File: src/design/dfe_pkg.sv
// Purpose: Shared constants and types for the double fault escalation unit.
// Assumes: Vectors are eight bits wide, as the core presents them.
// Notes: The class encoding is internal and never leaves the core.
package dfe_pkg;

  typedef enum logic [1:0] {
    DFE_BENIGN = 2'b00,
    DFE_CONTRIB = 2'b01,
    DFE_PAGE = 2'b10
  } dfe_class_e;

  typedef enum logic [2:0] {
    DFE_ST_IDLE = 3'b000,
    DFE_ST_DELIVER = 3'b001,
    DFE_ST_DBL = 3'b010,
    DFE_ST_SHUT = 3'b011,
    DFE_ST_LOCKED = 3'b100
  } dfe_state_e;

  localparam int DFE_VEC_W = 8;
  localparam int DFE_ERR_W = 32;
  localparam logic [7:0] DFE_VEC_DIVIDE = 8'h00;
  localparam logic [7:0] DFE_VEC_DBL = 8'h08;
  localparam logic [7:0] DFE_VEC_CSO = 8'h09;
  localparam logic [7:0] DFE_VEC_TS = 8'h0A;
  localparam logic [7:0] DFE_VEC_PROT = 8'h0D;
  localparam logic [7:0] DFE_VEC_PF = 8'h0E;
  localparam logic [31:0] DFE_ERR_DBL = 32'h0000_0000;

  // Pairing decision between the class in delivery and a newly detected class.
  function automatic logic dfe_is_double(input dfe_class_e first, input dfe_class_e second);
    logic second_bad;
    second_bad = (second == DFE_CONTRIB) || (second == DFE_PAGE);
    dfe_is_double = ((first == DFE_CONTRIB) && (second == DFE_CONTRIB)) ||
                    ((first == DFE_PAGE) && second_bad);
  endfunction

endpackage

File: src/design/dfe_escalate.sv
// Purpose: Decides serial handling, double fault or shutdown for nested exceptions.
// Assumes: Exception, wake and handler-start inputs are one-cycle pulses on i_ref_clk.
// Notes: Hardware reset is i_rst_b; it is the only way out of the locked state.
// What this block does
// - Every event is sorted into benign, contributory or page-fault class.
// - Contributory then contributory, or page fault then either, makes a double fault.
// - A double fault is delivered on vector 8 as an abort.
// - Every double fault delivery pushes an error code of zero.
// - Saved code selector and instruction pointer are undefined for a double fault.
// - An exception during double fault delivery enters shutdown instead.
// - Shutdown halts execution until NMI, system management interrupt, init or reset.
// - Entering shutdown drives one distinct special bus cycle.
// - Events pending during shutdown are held until after the wake.
// - Shutdown entered inside an NMI handler leaves only by reset.
// - Shutdown entered in system management mode leaves only by reset.
// - Prefetch faults never count as second exceptions; delivery faults do.
// - Vector 9 is never raised by an exception; coprocessor violations become vector 13.
// - A double fault with corrupted delivery state invokes no handler; reset needed.
`timescale 1ns/100ps
`default_nettype none
module dfe_escalate
  import dfe_pkg::*;
(
  input wire logic i_ref_clk,
  input wire logic i_rst_b,
  input wire logic i_exc_valid,
  input wire logic [7:0] i_exc_vector,
  input wire logic i_exc_is_swint,
  input wire logic i_exc_is_extint,
  input wire logic i_exc_prefetch,
  input wire logic i_exc_coproc_overrun,
  input wire logic i_handler_start,
  input wire logic i_state_corrupt,
  input wire logic i_in_nmi_handler,
  input wire logic i_in_system_management_mode,
  input wire logic i_nmi,
  input wire logic i_system_management_interrupt,
  input wire logic i_init,
  input wire logic i_address_wrap_mask_input,
  output logic o_deliver_valid,
  output logic [7:0] o_deliver_vector,
  output logic o_deliver_abort,
  output logic o_err_push,
  output logic [31:0] o_err_code,
  output logic o_saved_ptr_valid,
  output logic o_shutdown,
  output logic o_shutdown_cycle,
  output logic o_halt_exec,
  output logic o_wake,
  output logic o_locked,
  output logic o_wrap_mask_service
);

  logic [7:0] cls_vector;
  dfe_class_e cls_class;
  dfe_state_e state_q, state_d;
  dfe_class_e class_q, class_d;
  logic reset_only_q, reset_only_d;
  logic pend_q, pend_d;
  logic dv_q, dv_d;
  logic [7:0] vec_q, vec_d;
  logic abort_q, abort_d;
  logic err_push_q, err_push_d;
  logic [31:0] err_q, err_d;
  logic ptr_q, ptr_d;
  logic shut_cyc_q, shut_cyc_d;
  logic wake_q, wake_d;
  logic svc_q, svc_d;
  logic shut_q, shut_d;
  logic halt_q, halt_d;
  logic lock_q, lock_d;
  logic exc_second;
  logic any_wake;

  dfe_classify u_classify (
    .i_vector(i_exc_vector),
    .i_is_swint(i_exc_is_swint),
    .i_is_extint(i_exc_is_extint),
    .i_coproc_overrun(i_exc_coproc_overrun),
    .o_vector(cls_vector),
    .o_class(cls_class)
  );

  // Prefetch faults are dropped as second events; faults while entering a handler still count.
  assign exc_second = i_exc_valid && !i_exc_prefetch;
  assign any_wake = i_nmi || i_system_management_interrupt || i_init;

  // Escalation sequencing. A new exception beats a handler start in the same cycle,
  // because a fault during control transfer belongs to the delivery still in flight.
  always_comb begin
    state_d = state_q;
    class_d = class_q;
    reset_only_d = reset_only_q;
    dv_d = 1'b0;
    vec_d = vec_q;
    abort_d = 1'b0;
    err_push_d = 1'b0;
    err_d = err_q;
    ptr_d = ptr_q;
    shut_cyc_d = 1'b0;
    wake_d = 1'b0;
    case (state_q)
      DFE_ST_IDLE: begin
        if (i_exc_valid) begin
          state_d = DFE_ST_DELIVER;
          class_d = cls_class;
          dv_d = 1'b1;
          vec_d = cls_vector;
          ptr_d = 1'b1;
        end
      end
      DFE_ST_DELIVER: begin
        if (exc_second && dfe_is_double(class_q, cls_class)) begin
          if (i_state_corrupt) begin
            state_d = DFE_ST_LOCKED;
          end else begin
            state_d = DFE_ST_DBL;
            dv_d = 1'b1;
            vec_d = DFE_VEC_DBL;
            abort_d = 1'b1;
            err_push_d = 1'b1;
            err_d = DFE_ERR_DBL;
            ptr_d = 1'b0;
          end
        end else if (exc_second) begin
          class_d = cls_class;
          dv_d = 1'b1;
          vec_d = cls_vector;
          ptr_d = 1'b1;
        end else if (i_handler_start) begin
          state_d = DFE_ST_IDLE;
          class_d = DFE_BENIGN;
        end
      end
      DFE_ST_DBL: begin
        if (exc_second) begin
          state_d = DFE_ST_SHUT;
          shut_cyc_d = 1'b1;
          reset_only_d = i_in_nmi_handler || i_in_system_management_mode;
        end else if (i_handler_start) begin
          state_d = DFE_ST_IDLE;
          class_d = DFE_BENIGN;
        end
      end
      DFE_ST_SHUT: begin
        if (any_wake && !reset_only_q) begin
          state_d = DFE_ST_IDLE;
          class_d = DFE_BENIGN;
          wake_d = 1'b1;
        end
      end
      DFE_ST_LOCKED: begin
        state_d = DFE_ST_LOCKED;
      end
      default: begin
        state_d = DFE_ST_IDLE;
      end
    endcase
    // Status levels are registered copies of the next state, so the pins come straight off flops.
    shut_d = (state_d == DFE_ST_SHUT);
    halt_d = (state_d == DFE_ST_SHUT) || (state_d == DFE_ST_LOCKED);
    lock_d = (state_d == DFE_ST_LOCKED);
  end

  // Held wake-independent events: caught while shut down, serviced once running again.
  always_comb begin
    svc_d = (state_q != DFE_ST_SHUT) && (state_q != DFE_ST_LOCKED) &&
            (pend_q || i_address_wrap_mask_input);
    pend_d = ((state_q == DFE_ST_SHUT) && i_address_wrap_mask_input) ||
             (pend_q && !svc_d);
  end

  // Registers for state and every output.
  always_ff @(posedge i_ref_clk) begin
    if (!i_rst_b) begin
      state_q <= DFE_ST_IDLE;
      class_q <= DFE_BENIGN;
      reset_only_q <= 1'b0;
      pend_q <= 1'b0;
      dv_q <= 1'b0;
      vec_q <= 8'h00;
      abort_q <= 1'b0;
      err_push_q <= 1'b0;
      err_q <= 32'h0000_0000;
      ptr_q <= 1'b0;
      shut_cyc_q <= 1'b0;
      wake_q <= 1'b0;
      svc_q <= 1'b0;
      shut_q <= 1'b0;
      halt_q <= 1'b0;
      lock_q <= 1'b0;
    end else begin
      state_q <= state_d;
      class_q <= class_d;
      reset_only_q <= reset_only_d;
      pend_q <= pend_d;
      dv_q <= dv_d;
      vec_q <= vec_d;
      abort_q <= abort_d;
      err_push_q <= err_push_d;
      err_q <= err_d;
      ptr_q <= ptr_d;
      shut_cyc_q <= shut_cyc_d;
      wake_q <= wake_d;
      svc_q <= svc_d;
      shut_q <= shut_d;
      halt_q <= halt_d;
      lock_q <= lock_d;
    end
  end

  assign o_deliver_valid = dv_q;
  assign o_deliver_vector = vec_q;
  assign o_deliver_abort = abort_q;
  assign o_err_push = err_push_q;
  assign o_err_code = err_q;
  assign o_saved_ptr_valid = ptr_q;
  assign o_shutdown = shut_q;
  assign o_shutdown_cycle = shut_cyc_q;
  assign o_halt_exec = halt_q;
  assign o_wake = wake_q;
  assign o_locked = lock_q;
  assign o_wrap_mask_service = svc_q;
endmodule
`default_nettype wire

File: src/design/dfe_classify.sv
// Purpose: Sorts one detected event into its escalation class and final vector.
// Assumes: Inputs are stable while the event is offered.
// Notes: Purely combinational; the parent registers everything it drives out.
`timescale 1ns/100ps
`default_nettype none
module dfe_classify
  import dfe_pkg::*;
(
  input wire logic [7:0] i_vector,
  input wire logic i_is_swint,
  input wire logic i_is_extint,
  input wire logic i_coproc_overrun,
  output logic [7:0] o_vector,
  output dfe_class_e o_class
);

  // Interrupts are benign whatever their vector; the retired vector folds into protection.
  always_comb begin
    o_vector = i_vector;
    o_class = DFE_BENIGN;
    if (i_is_swint || i_is_extint) begin
      o_class = DFE_BENIGN;
    end else if (i_coproc_overrun || (i_vector == DFE_VEC_CSO)) begin
      o_vector = DFE_VEC_PROT;
      o_class = DFE_CONTRIB;
    end else if ((i_vector == DFE_VEC_DIVIDE) ||
                 ((i_vector >= DFE_VEC_TS) && (i_vector <= DFE_VEC_PROT))) begin
      o_class = DFE_CONTRIB;
    end else if (i_vector == DFE_VEC_PF) begin
      o_class = DFE_PAGE;
    end else begin
      o_class = DFE_BENIGN;
    end
  end

endmodule
`default_nettype wire

File: config.mk
export PLATFORM = sky130hd
export DESIGN_NAME = dfe_escalate
export DESIGN_NICKNAME = d
export VERILOG_FILES = /design/src/design/dfe_pkg.sv /design/src/design/dfe_escalate.sv /design/src/design/dfe_classify.sv
export SDC_FILE = /design/constraint.sdc
export NUM_CORES = 1
export LEC_CHECK = 0
export ABC_AREA = 1
export BUFFER_PORTS_ARGS = -buffer_cell sky130_fd_sc_hd__buf_2
export CAP_MARGIN = 40
export CORE_UTILIZATION = 41
export DETAILED_ROUTE_END_ITERATION = 10
export GPL_TIMING_DRIVEN = 0
export PLACE_DENSITY = 0.85
export SYNTH_ARGS = -nofsm -noshare
export SYNTH_HDL_FRONTEND = slang
export SYNTH_SLANG_ARGS = --single-unit
File: constraint.sdc
create_clock -name i_ref_clk -period 1.2 [get_ports i_ref_clk]
set_input_delay 0.12 -clock i_ref_clk [delete_from_list [all_inputs] [get_ports i_ref_clk]]
set_output_delay 0.12 -clock i_ref_clk [all_outputs]
set_load 0.05 [all_outputs]
==> results of run 1 <==
==> worst paths after layout <==
check	start	endpoint	slack (ps)	cells after the start
worst min register to register	reset_only_q	reset_only_q	470	2
worst min-delay path	i_rst_b	o_deliver_vector[3]	30	3
worst max-delay path	state_q[2]	o_deliver_vector[5]	-250	7
worst max register to register	state_q[2]	o_deliver_vector[5]	-250	7
==> through the flow <==
step	hold slack [ps]	cell area [um2]	instances	TNS [ps]
3_5_place_dp	389	1860	328	-4250
4_1_cts	49.4	1980	339	-2240
2_1_floorplan	247	1600	242	-483
5_1_grt	45.7	2170	347	-4650
3_3_place_gp	383	1860	328	-3730
6_report	34.1	2170	347	-3170
==> kinds of logic after synthesis <==
logic type / count (synthesis) / share of synthesized area
simple gates: 97 / 0.312
buf+inv: 61 / 0.247
compound gates: 28 / 0.109
flops: 24 / 0.330
other cells: 1 / 0.00257
==> tightest hold or removal path: stages <==
cell                      delay (ps)
sky130_fd_sc_hd__buf_2           120
sky130_fd_sc_hd__nand2_1          60
sky130_fd_sc_hd__nor2_1           40
==> repair_timing <==
action / 4_1_cts / 5_1_grt
endpoints found under the setup margin: 18 / 21
buffers inserted: 6 / 6
cloned: 1 / 2
pin swaps: 8 / 19
gates resized for setup: 8 / 36
==> report_power, final <==
part	internal, uW	switching (uW)	total, uW
clock	186	255	441
combinational	220	537	756
sequential	828	27.3	855
total	1230	819	2050
==> synthesized netlist by cell type, types with 3 or more instances <==
cell and instances:
sky130_fd_sc_hd__nand2_1 34, sky130_fd_sc_hd__buf_4 33, sky130_fd_sc_hd__nor2_1 25, sky130_fd_sc_hd__dfxtp_1 24
sky130_fd_sc_hd__inv_1 23, sky130_fd_sc_hd__a21oi_1 16, sky130_fd_sc_hd__nand3_1 13, sky130_fd_sc_hd__nand4_1 8
sky130_fd_sc_hd__o21ai_0 6, sky130_fd_sc_hd__nor2_2 5, sky130_fd_sc_hd__nor3_1 4, sky130_fd_sc_hd__a31oi_1 3
sky130_fd_sc_hd__nand2_2 3
==> final cells by class <==
class                           instances  area, um2
Inverter                               25       98.8
Fill cell                             303       1190
Buffer                                 36        267
Multi-Input combinational cell        159        905
Timing Repair Buffer                   53        314
Tap cell                               46       57.6
Sequential cell                        24        493
Clock buffer                            4       36.3
==> routing by layer <==
layer,track usage,part of all wire,vias up
met5,0,0,-
met4,0.0825,0.026,0
met2,0.284,0.50,73
li1,-,-,800
met3,0.0189,0.065,7
met1,0.236,0.41,672
==> impl_metrics.csv, run 1 <==
group,metric,value,unit
setup_path,timing.critical_path.buf_inv,2,
setup_path,critical_path_class,"flop to flop",
clock_tree,hold_buffers,0,
pwr,power-per-cell-area,946,nW/um2
finish,finish.net_count,325,
synth,async_flop_share,0,
finish,layout_commonest_cell,"sky130_fd_sc_hd__buf_2",
placement,detail_placement_hpwl,2.39,mm
synth,netlist.top_cell.by_area,"sky130_fd_sc_hd__dfxtp_1",
sta,maxSlewViolCount,0,
setup_path,worst-path-max-fanout,5,
synth,yosys-top-cells-area,"sky130_fd_sc_hd__dfxtp_1 (33%), sky130_fd_sc_hd__buf_4 (17%), sky130_fd_sc_hd__nand2_1 (8.8%), sky130_fd_sc_hd__nor2_1 (6.4%), sky130_fd_sc_hd__inv_1 (5.9%)",
placement,gp_congestion,0.864,
clock_tree,clock-sinks,24,
sta,post-route-min-period,1450,ps
clock_tree,cts_made_buffers,3,
global_route,grt_overflow_total,0,
sta,worst_slew_margin_rel,0.610,
synth,post_synth_num_cell_types,24,
status,outcome,"finished, violations left",
status,violations,"setup timing",
finish,synthToLayoutAreaGrowth,48.9,%
synth,dominant_synthesized_flop_cell,"sky130_fd_sc_hd__dfxtp_1",
setup_path,timing.critical_path.arrival,1710,ps
floorplanning,chipWidth,61.6,um
sta,finalHoldViolations,0,
floorplanning,initial_utilization,0.433,
pwr,finalPower,2050,uW
route,ant_nets,0,
setup_path,crit_path_max_incr_delay,390,ps
clock_tree,clockBufferDepth,2,
setup_path,critical-path-top-cell-by-count,"sky130_fd_sc_hd__nor2_4",
sta,finalClockSkew,4.49,ps
placement,dp_worst_setup_slack,-298,ps
setup_path,timing.critical_path.max_delay_family,"simple AND/OR/NAND/NOR gates",
sta,max_freq,0.689,GHz
synth,ys_ff_latch,24,
clock_tree,worst_setup_hold_path_clk_slew,130,ps
finish,ant_cells,0,
setup_path,crit_path_top_delay_cell,"sky130_fd_sc_hd__dfxtp_4",
route,via_count,1552,
clock_tree,clk-insertion-delay-late,330,ps
sta,final_min_period_over_clock_period,1.21,
clock_tree,clockRootBuffer,"sky130_fd_sc_hd__clkbuf_4",
finish,drive_gt1_frac,0.472,
route,drt_drc_violations_left,0,
global_route,grt_start_max_net_pins,14,
setup_path,timing.critical_path.cells,"nor2_4 > inv_2 > nor2_4 > inv_4 > o21ai_4 > nand4_1 > a21oi_1",
floorplanning,num_rows,21,
clock_tree,clock_tree_from_tritoncts,"yes",
setup_path,cp-end-kind,"flop",
finish,largest_register_ff_count,8,
clock_tree,cts_htree_levels,1,
floorplanning,core_area,3360,um2
synth,register_area_share_after_synthesis,0.330,
route,wl_final,3.70,mm
finish,most-common-layout-cells,"sky130_fd_sc_hd__buf_2 (41), sky130_fd_sc_hd__buf_4 (40), sky130_fd_sc_hd__conb_1 (32), sky130_fd_sc_hd__nand2_1 (28), sky130_fd_sc_hd__dfxtp_1 (20)",
setup_path,required,1460,ps
sta,worstMarginPinSlew,585,ps
sta,post-route-worst-setup-slack,-252,ps
synth,synth.top_cell.area_share,0.330,
route,viasPerCell,4.47,
floorplanning,die_area,3800,um2
global_route,first_global_vias,1146,
route,detail_route.first_pass.iterations,4,
synth,synth_enable_flop_cells,0,
synth,yosysWarnings,0,
pwr,power_leakage,0.00110,uW
floorplanning,ios,73,
synth,syn_area_per_cell,6.91,um2
global_route,grt_use_total,0.176,
floorplanning,die-height,61.6,um
sta,setup_viol_count_final,20,
run,drv_cap,0,
synth,synthesis.area,1460,um2
min_path,hold_path.class,"primary input to flop",
placement,buffer_ports.inserted,40,
pwr,worst_ir_drop_vdd,0.382,mV
global_route,antenna_violations_before_repair,0,
route,avgRoutedWirePerCell,10.7,um
route,drt_first_iter_violations,76,
global_route,first_pass_grt_wire_length,4.96,mm
setup_path,start_kind,"flop",
synth,postSynthCellCount,211,
finish,postLayoutCoreUtil,0.645,
sta,grt_setup_unrepaired,"yes",
No activity file was read; power rests on OpenSTA's default activity.
==> run 2, diff against run 1 <==
--- a/config.mk
+++ b/config.mk
@@ -8,6 +8,7 @@
 export ABC_AREA = 1
 export BUFFER_PORTS_ARGS = -buffer_cell sky130_fd_sc_hd__buf_2
 export CAP_MARGIN = 40
+export CORE_MARGIN = 8
 export CORE_UTILIZATION = 41
 export DETAILED_ROUTE_END_ITERATION = 10
 export GPL_TIMING_DRIVEN = 0
==> run 2 against run 1 <==
The run still ends with setup timing left. Combinational power fell by 0.5%. Via count rose by 1.1%. Critical endpoint is now o_saved_ptr_valid. Hold slack improved by 19 ps. Sequential power barely moved. Highest routed layer unchanged. Flip-flop and latch count did not move. Total power fell by 0.92%. Core utilization fell by 0.57 points.
==> impl_metrics.csv, run 2 (synthesis results as in run 1) <==
group,metric,value,unit
clock_tree,cts_made_buffers,3,
global_route,first_global_vias,1451,
setup_path,required,1460,ps
global_route,grt_overflow_total,0,
setup_path,crit_path_max_incr_delay,380,ps
route,ant_nets,0,
sta,setup_viol_count_final,21,
sta,finalClockSkew,12.4,ps
global_route,antenna_violations_before_repair,0,
clock_tree,clock_tree_from_tritoncts,"yes",
sta,final_min_period_over_clock_period,1.20,
clock_tree,cts_htree_levels,1,
setup_path,timing.critical_path.arrival,1700,ps
route,viasPerCell,4.51,
setup_path,worst-path-max-fanout,4,
floorplanning,initial_utilization,0.430,
finish,drive_gt1_frac,0.474,
clock_tree,clockBufferDepth,2,
sta,post-route-worst-setup-slack,-236,ps
clock_tree,clockRootBuffer,"sky130_fd_sc_hd__clkbuf_4",
route,wl_final,4.20,mm
finish,finish.net_count,326,
floorplanning,chipWidth,75.6,um
pwr,worst_ir_drop_vdd,0.400,mV
setup_path,timing.critical_path.cells,"nor2_2 > inv_2 > nor2_4 > inv_2 > nor2_4 > nand3_4 > nand3_4 > nand2_1 > a21oi_2",
sta,finalHoldViolations,0,
pwr,power-per-cell-area,938,nW/um2
finish,synthToLayoutAreaGrowth,48.8,%
min_path,hold_path.class,"primary input to flop",
route,via_count,1569,
pwr,power_leakage,0.00110,uW
status,violations,"setup timing",
setup_path,cp-end-kind,"flop",
setup_path,crit_path_top_delay_cell,"sky130_fd_sc_hd__dfxtp_4",
pwr,power_report.internal_total,1230,uW
global_route,grt_start_max_net_pins,14,
pwr,finalPower,2030,uW
placement,detail_placement_hpwl,3.04,mm
pwr,switchingPower,807,uW
clock_tree,clock-sinks,24,
finish,post_layout_nonfiller_instances,348,
setup_path,start_kind,"flop",
route,detail_route.first_pass.iterations,5,
placement,gp_congestion,0.888,
floorplanning,die_area,5720,um2
finish,ant_cells,0,
pwr,seq_power_share,0.419,
route,avgRoutedWirePerCell,12.1,um
pwr,p_sw_frac,0.397,
floorplanning,die-height,75.6,um
sta,grt_setup_unrepaired,"yes",
floorplanning,ios,73,
finish,most-common-layout-cells,"sky130_fd_sc_hd__buf_4 (41), sky130_fd_sc_hd__buf_2 (41), sky130_fd_sc_hd__conb_1 (32), sky130_fd_sc_hd__nand2_1 (29)",
route,drt_drc_violations_left,0,
placement,buffer_ports.inserted,40,
pwr,power.clock.fraction,0.211,
sta,worstMarginPinSlew,617,ps
placement,place.detailed.instances,328,
clock_tree,worst_setup_hold_path_clk_slew,140,ps
route,drt_first_iter_violations,80,
clock_tree,clk-insertion-delay-late,320,ps
run,drv_cap,0,
global_route,first_pass_grt_wire_length,6.26,mm
setup_path,critical_path_class,"flop to flop",
pwr,pwr-share-comb,0.370,
floorplanning,core_area,3390,um2
sta,post-route-min-period,1440,ps
sta,maxSlewViolCount,0,
sta,hold_slack,53.4,ps
global_route,grt_use_total,0.138,
sta,max_freq,0.696,GHz
finish,largest_register_ff_count,8,
floorplanning,num_rows,21,
status,outcome,"finished, violations left",
sta,worst_slew_margin_rel,0.589,
-- run 2: path summary, 6_finish.rpt --
kind                  startpoint                   to  depth (start not counted)  slack (ps)
max                   state_q[1]    o_saved_ptr_valid                          9        -240
min                      i_rst_b  o_deliver_vector[3]                          3          50
min reg2reg  o_deliver_vector[4]  o_deliver_vector[4]                          2         470
max reg2reg           state_q[1]    o_saved_ptr_valid                          9        -240
-- run 2: critical path, delay by kind of cell, from the launching register on --
kind	cells	cell delay (ps)
buffers and inverters	2	170
AO/OA/AOI/OAI	1	120
flip-flops	1	380
AND/OR/NAND/NOR	6	700
-- run 2: layer usage --
layer,vias up,global-route usage,wire length [um]
met5,-,0,0
met4,0,0.0448,74
met3,6,0.0237,294
met2,59,0.253,2190
met1,701,0.158,1640
li1,803,-,-
-- run 2: power by group through the flow --
stage | Sequential, uW | Clock (uW) | Combinational (uW)
floorplan | 967 | 0 | 460
global placement | 871 | 0 | 662
detailed placement | 872 | 0 | 668
CTS | 852 | 436 | 695
global route | 857 | 478 | 800
finish | 852 | 429 | 752
-- run 2: what timing repair did --
| action | in CTS | in global routing |
|---|---|---|
| endpoints found under the hold margin | 0 | 0 |
| gates cloned | 1 | 2 |
| hold buffers | 0 | 0 |
| gates resized for setup | 11 | 30 |
| endpoints found under the setup margin | 18 | 22 |
| pin swaps | 12 | 9 |
| setup buffers | 9 | 7 |
-- run 2: cell type report --
cell class / count / area (um2)
tap: 46 / 57.6
timing repair buffer: 54 / 330
inverter: 25 / 96.3
clock buffer: 4 / 36.3
multi-input combinational: 159 / 891
buffer: 36 / 267
sequential: 24 / 490
fill: 291 / 1220
-- run 2: through the flow --
| stage | setup slack (ps) | setup TNS (ps) | cell area (um2) | utilization |
|---|---|---|---|---|
| after detailed placement | -311 | -4610 | 1860 | 0.549 |
| after global routing | -339 | -5550 | 2170 | 0.640 |
| after floorplan | -73.2 | -483 | 1600 | - |
| final | -236 | -3430 | 2170 | 0.640 |
| after global placement | -261 | -3710 | 1860 | 0.549 |
| after CTS | -166 | -2480 | 2010 | 0.594 |
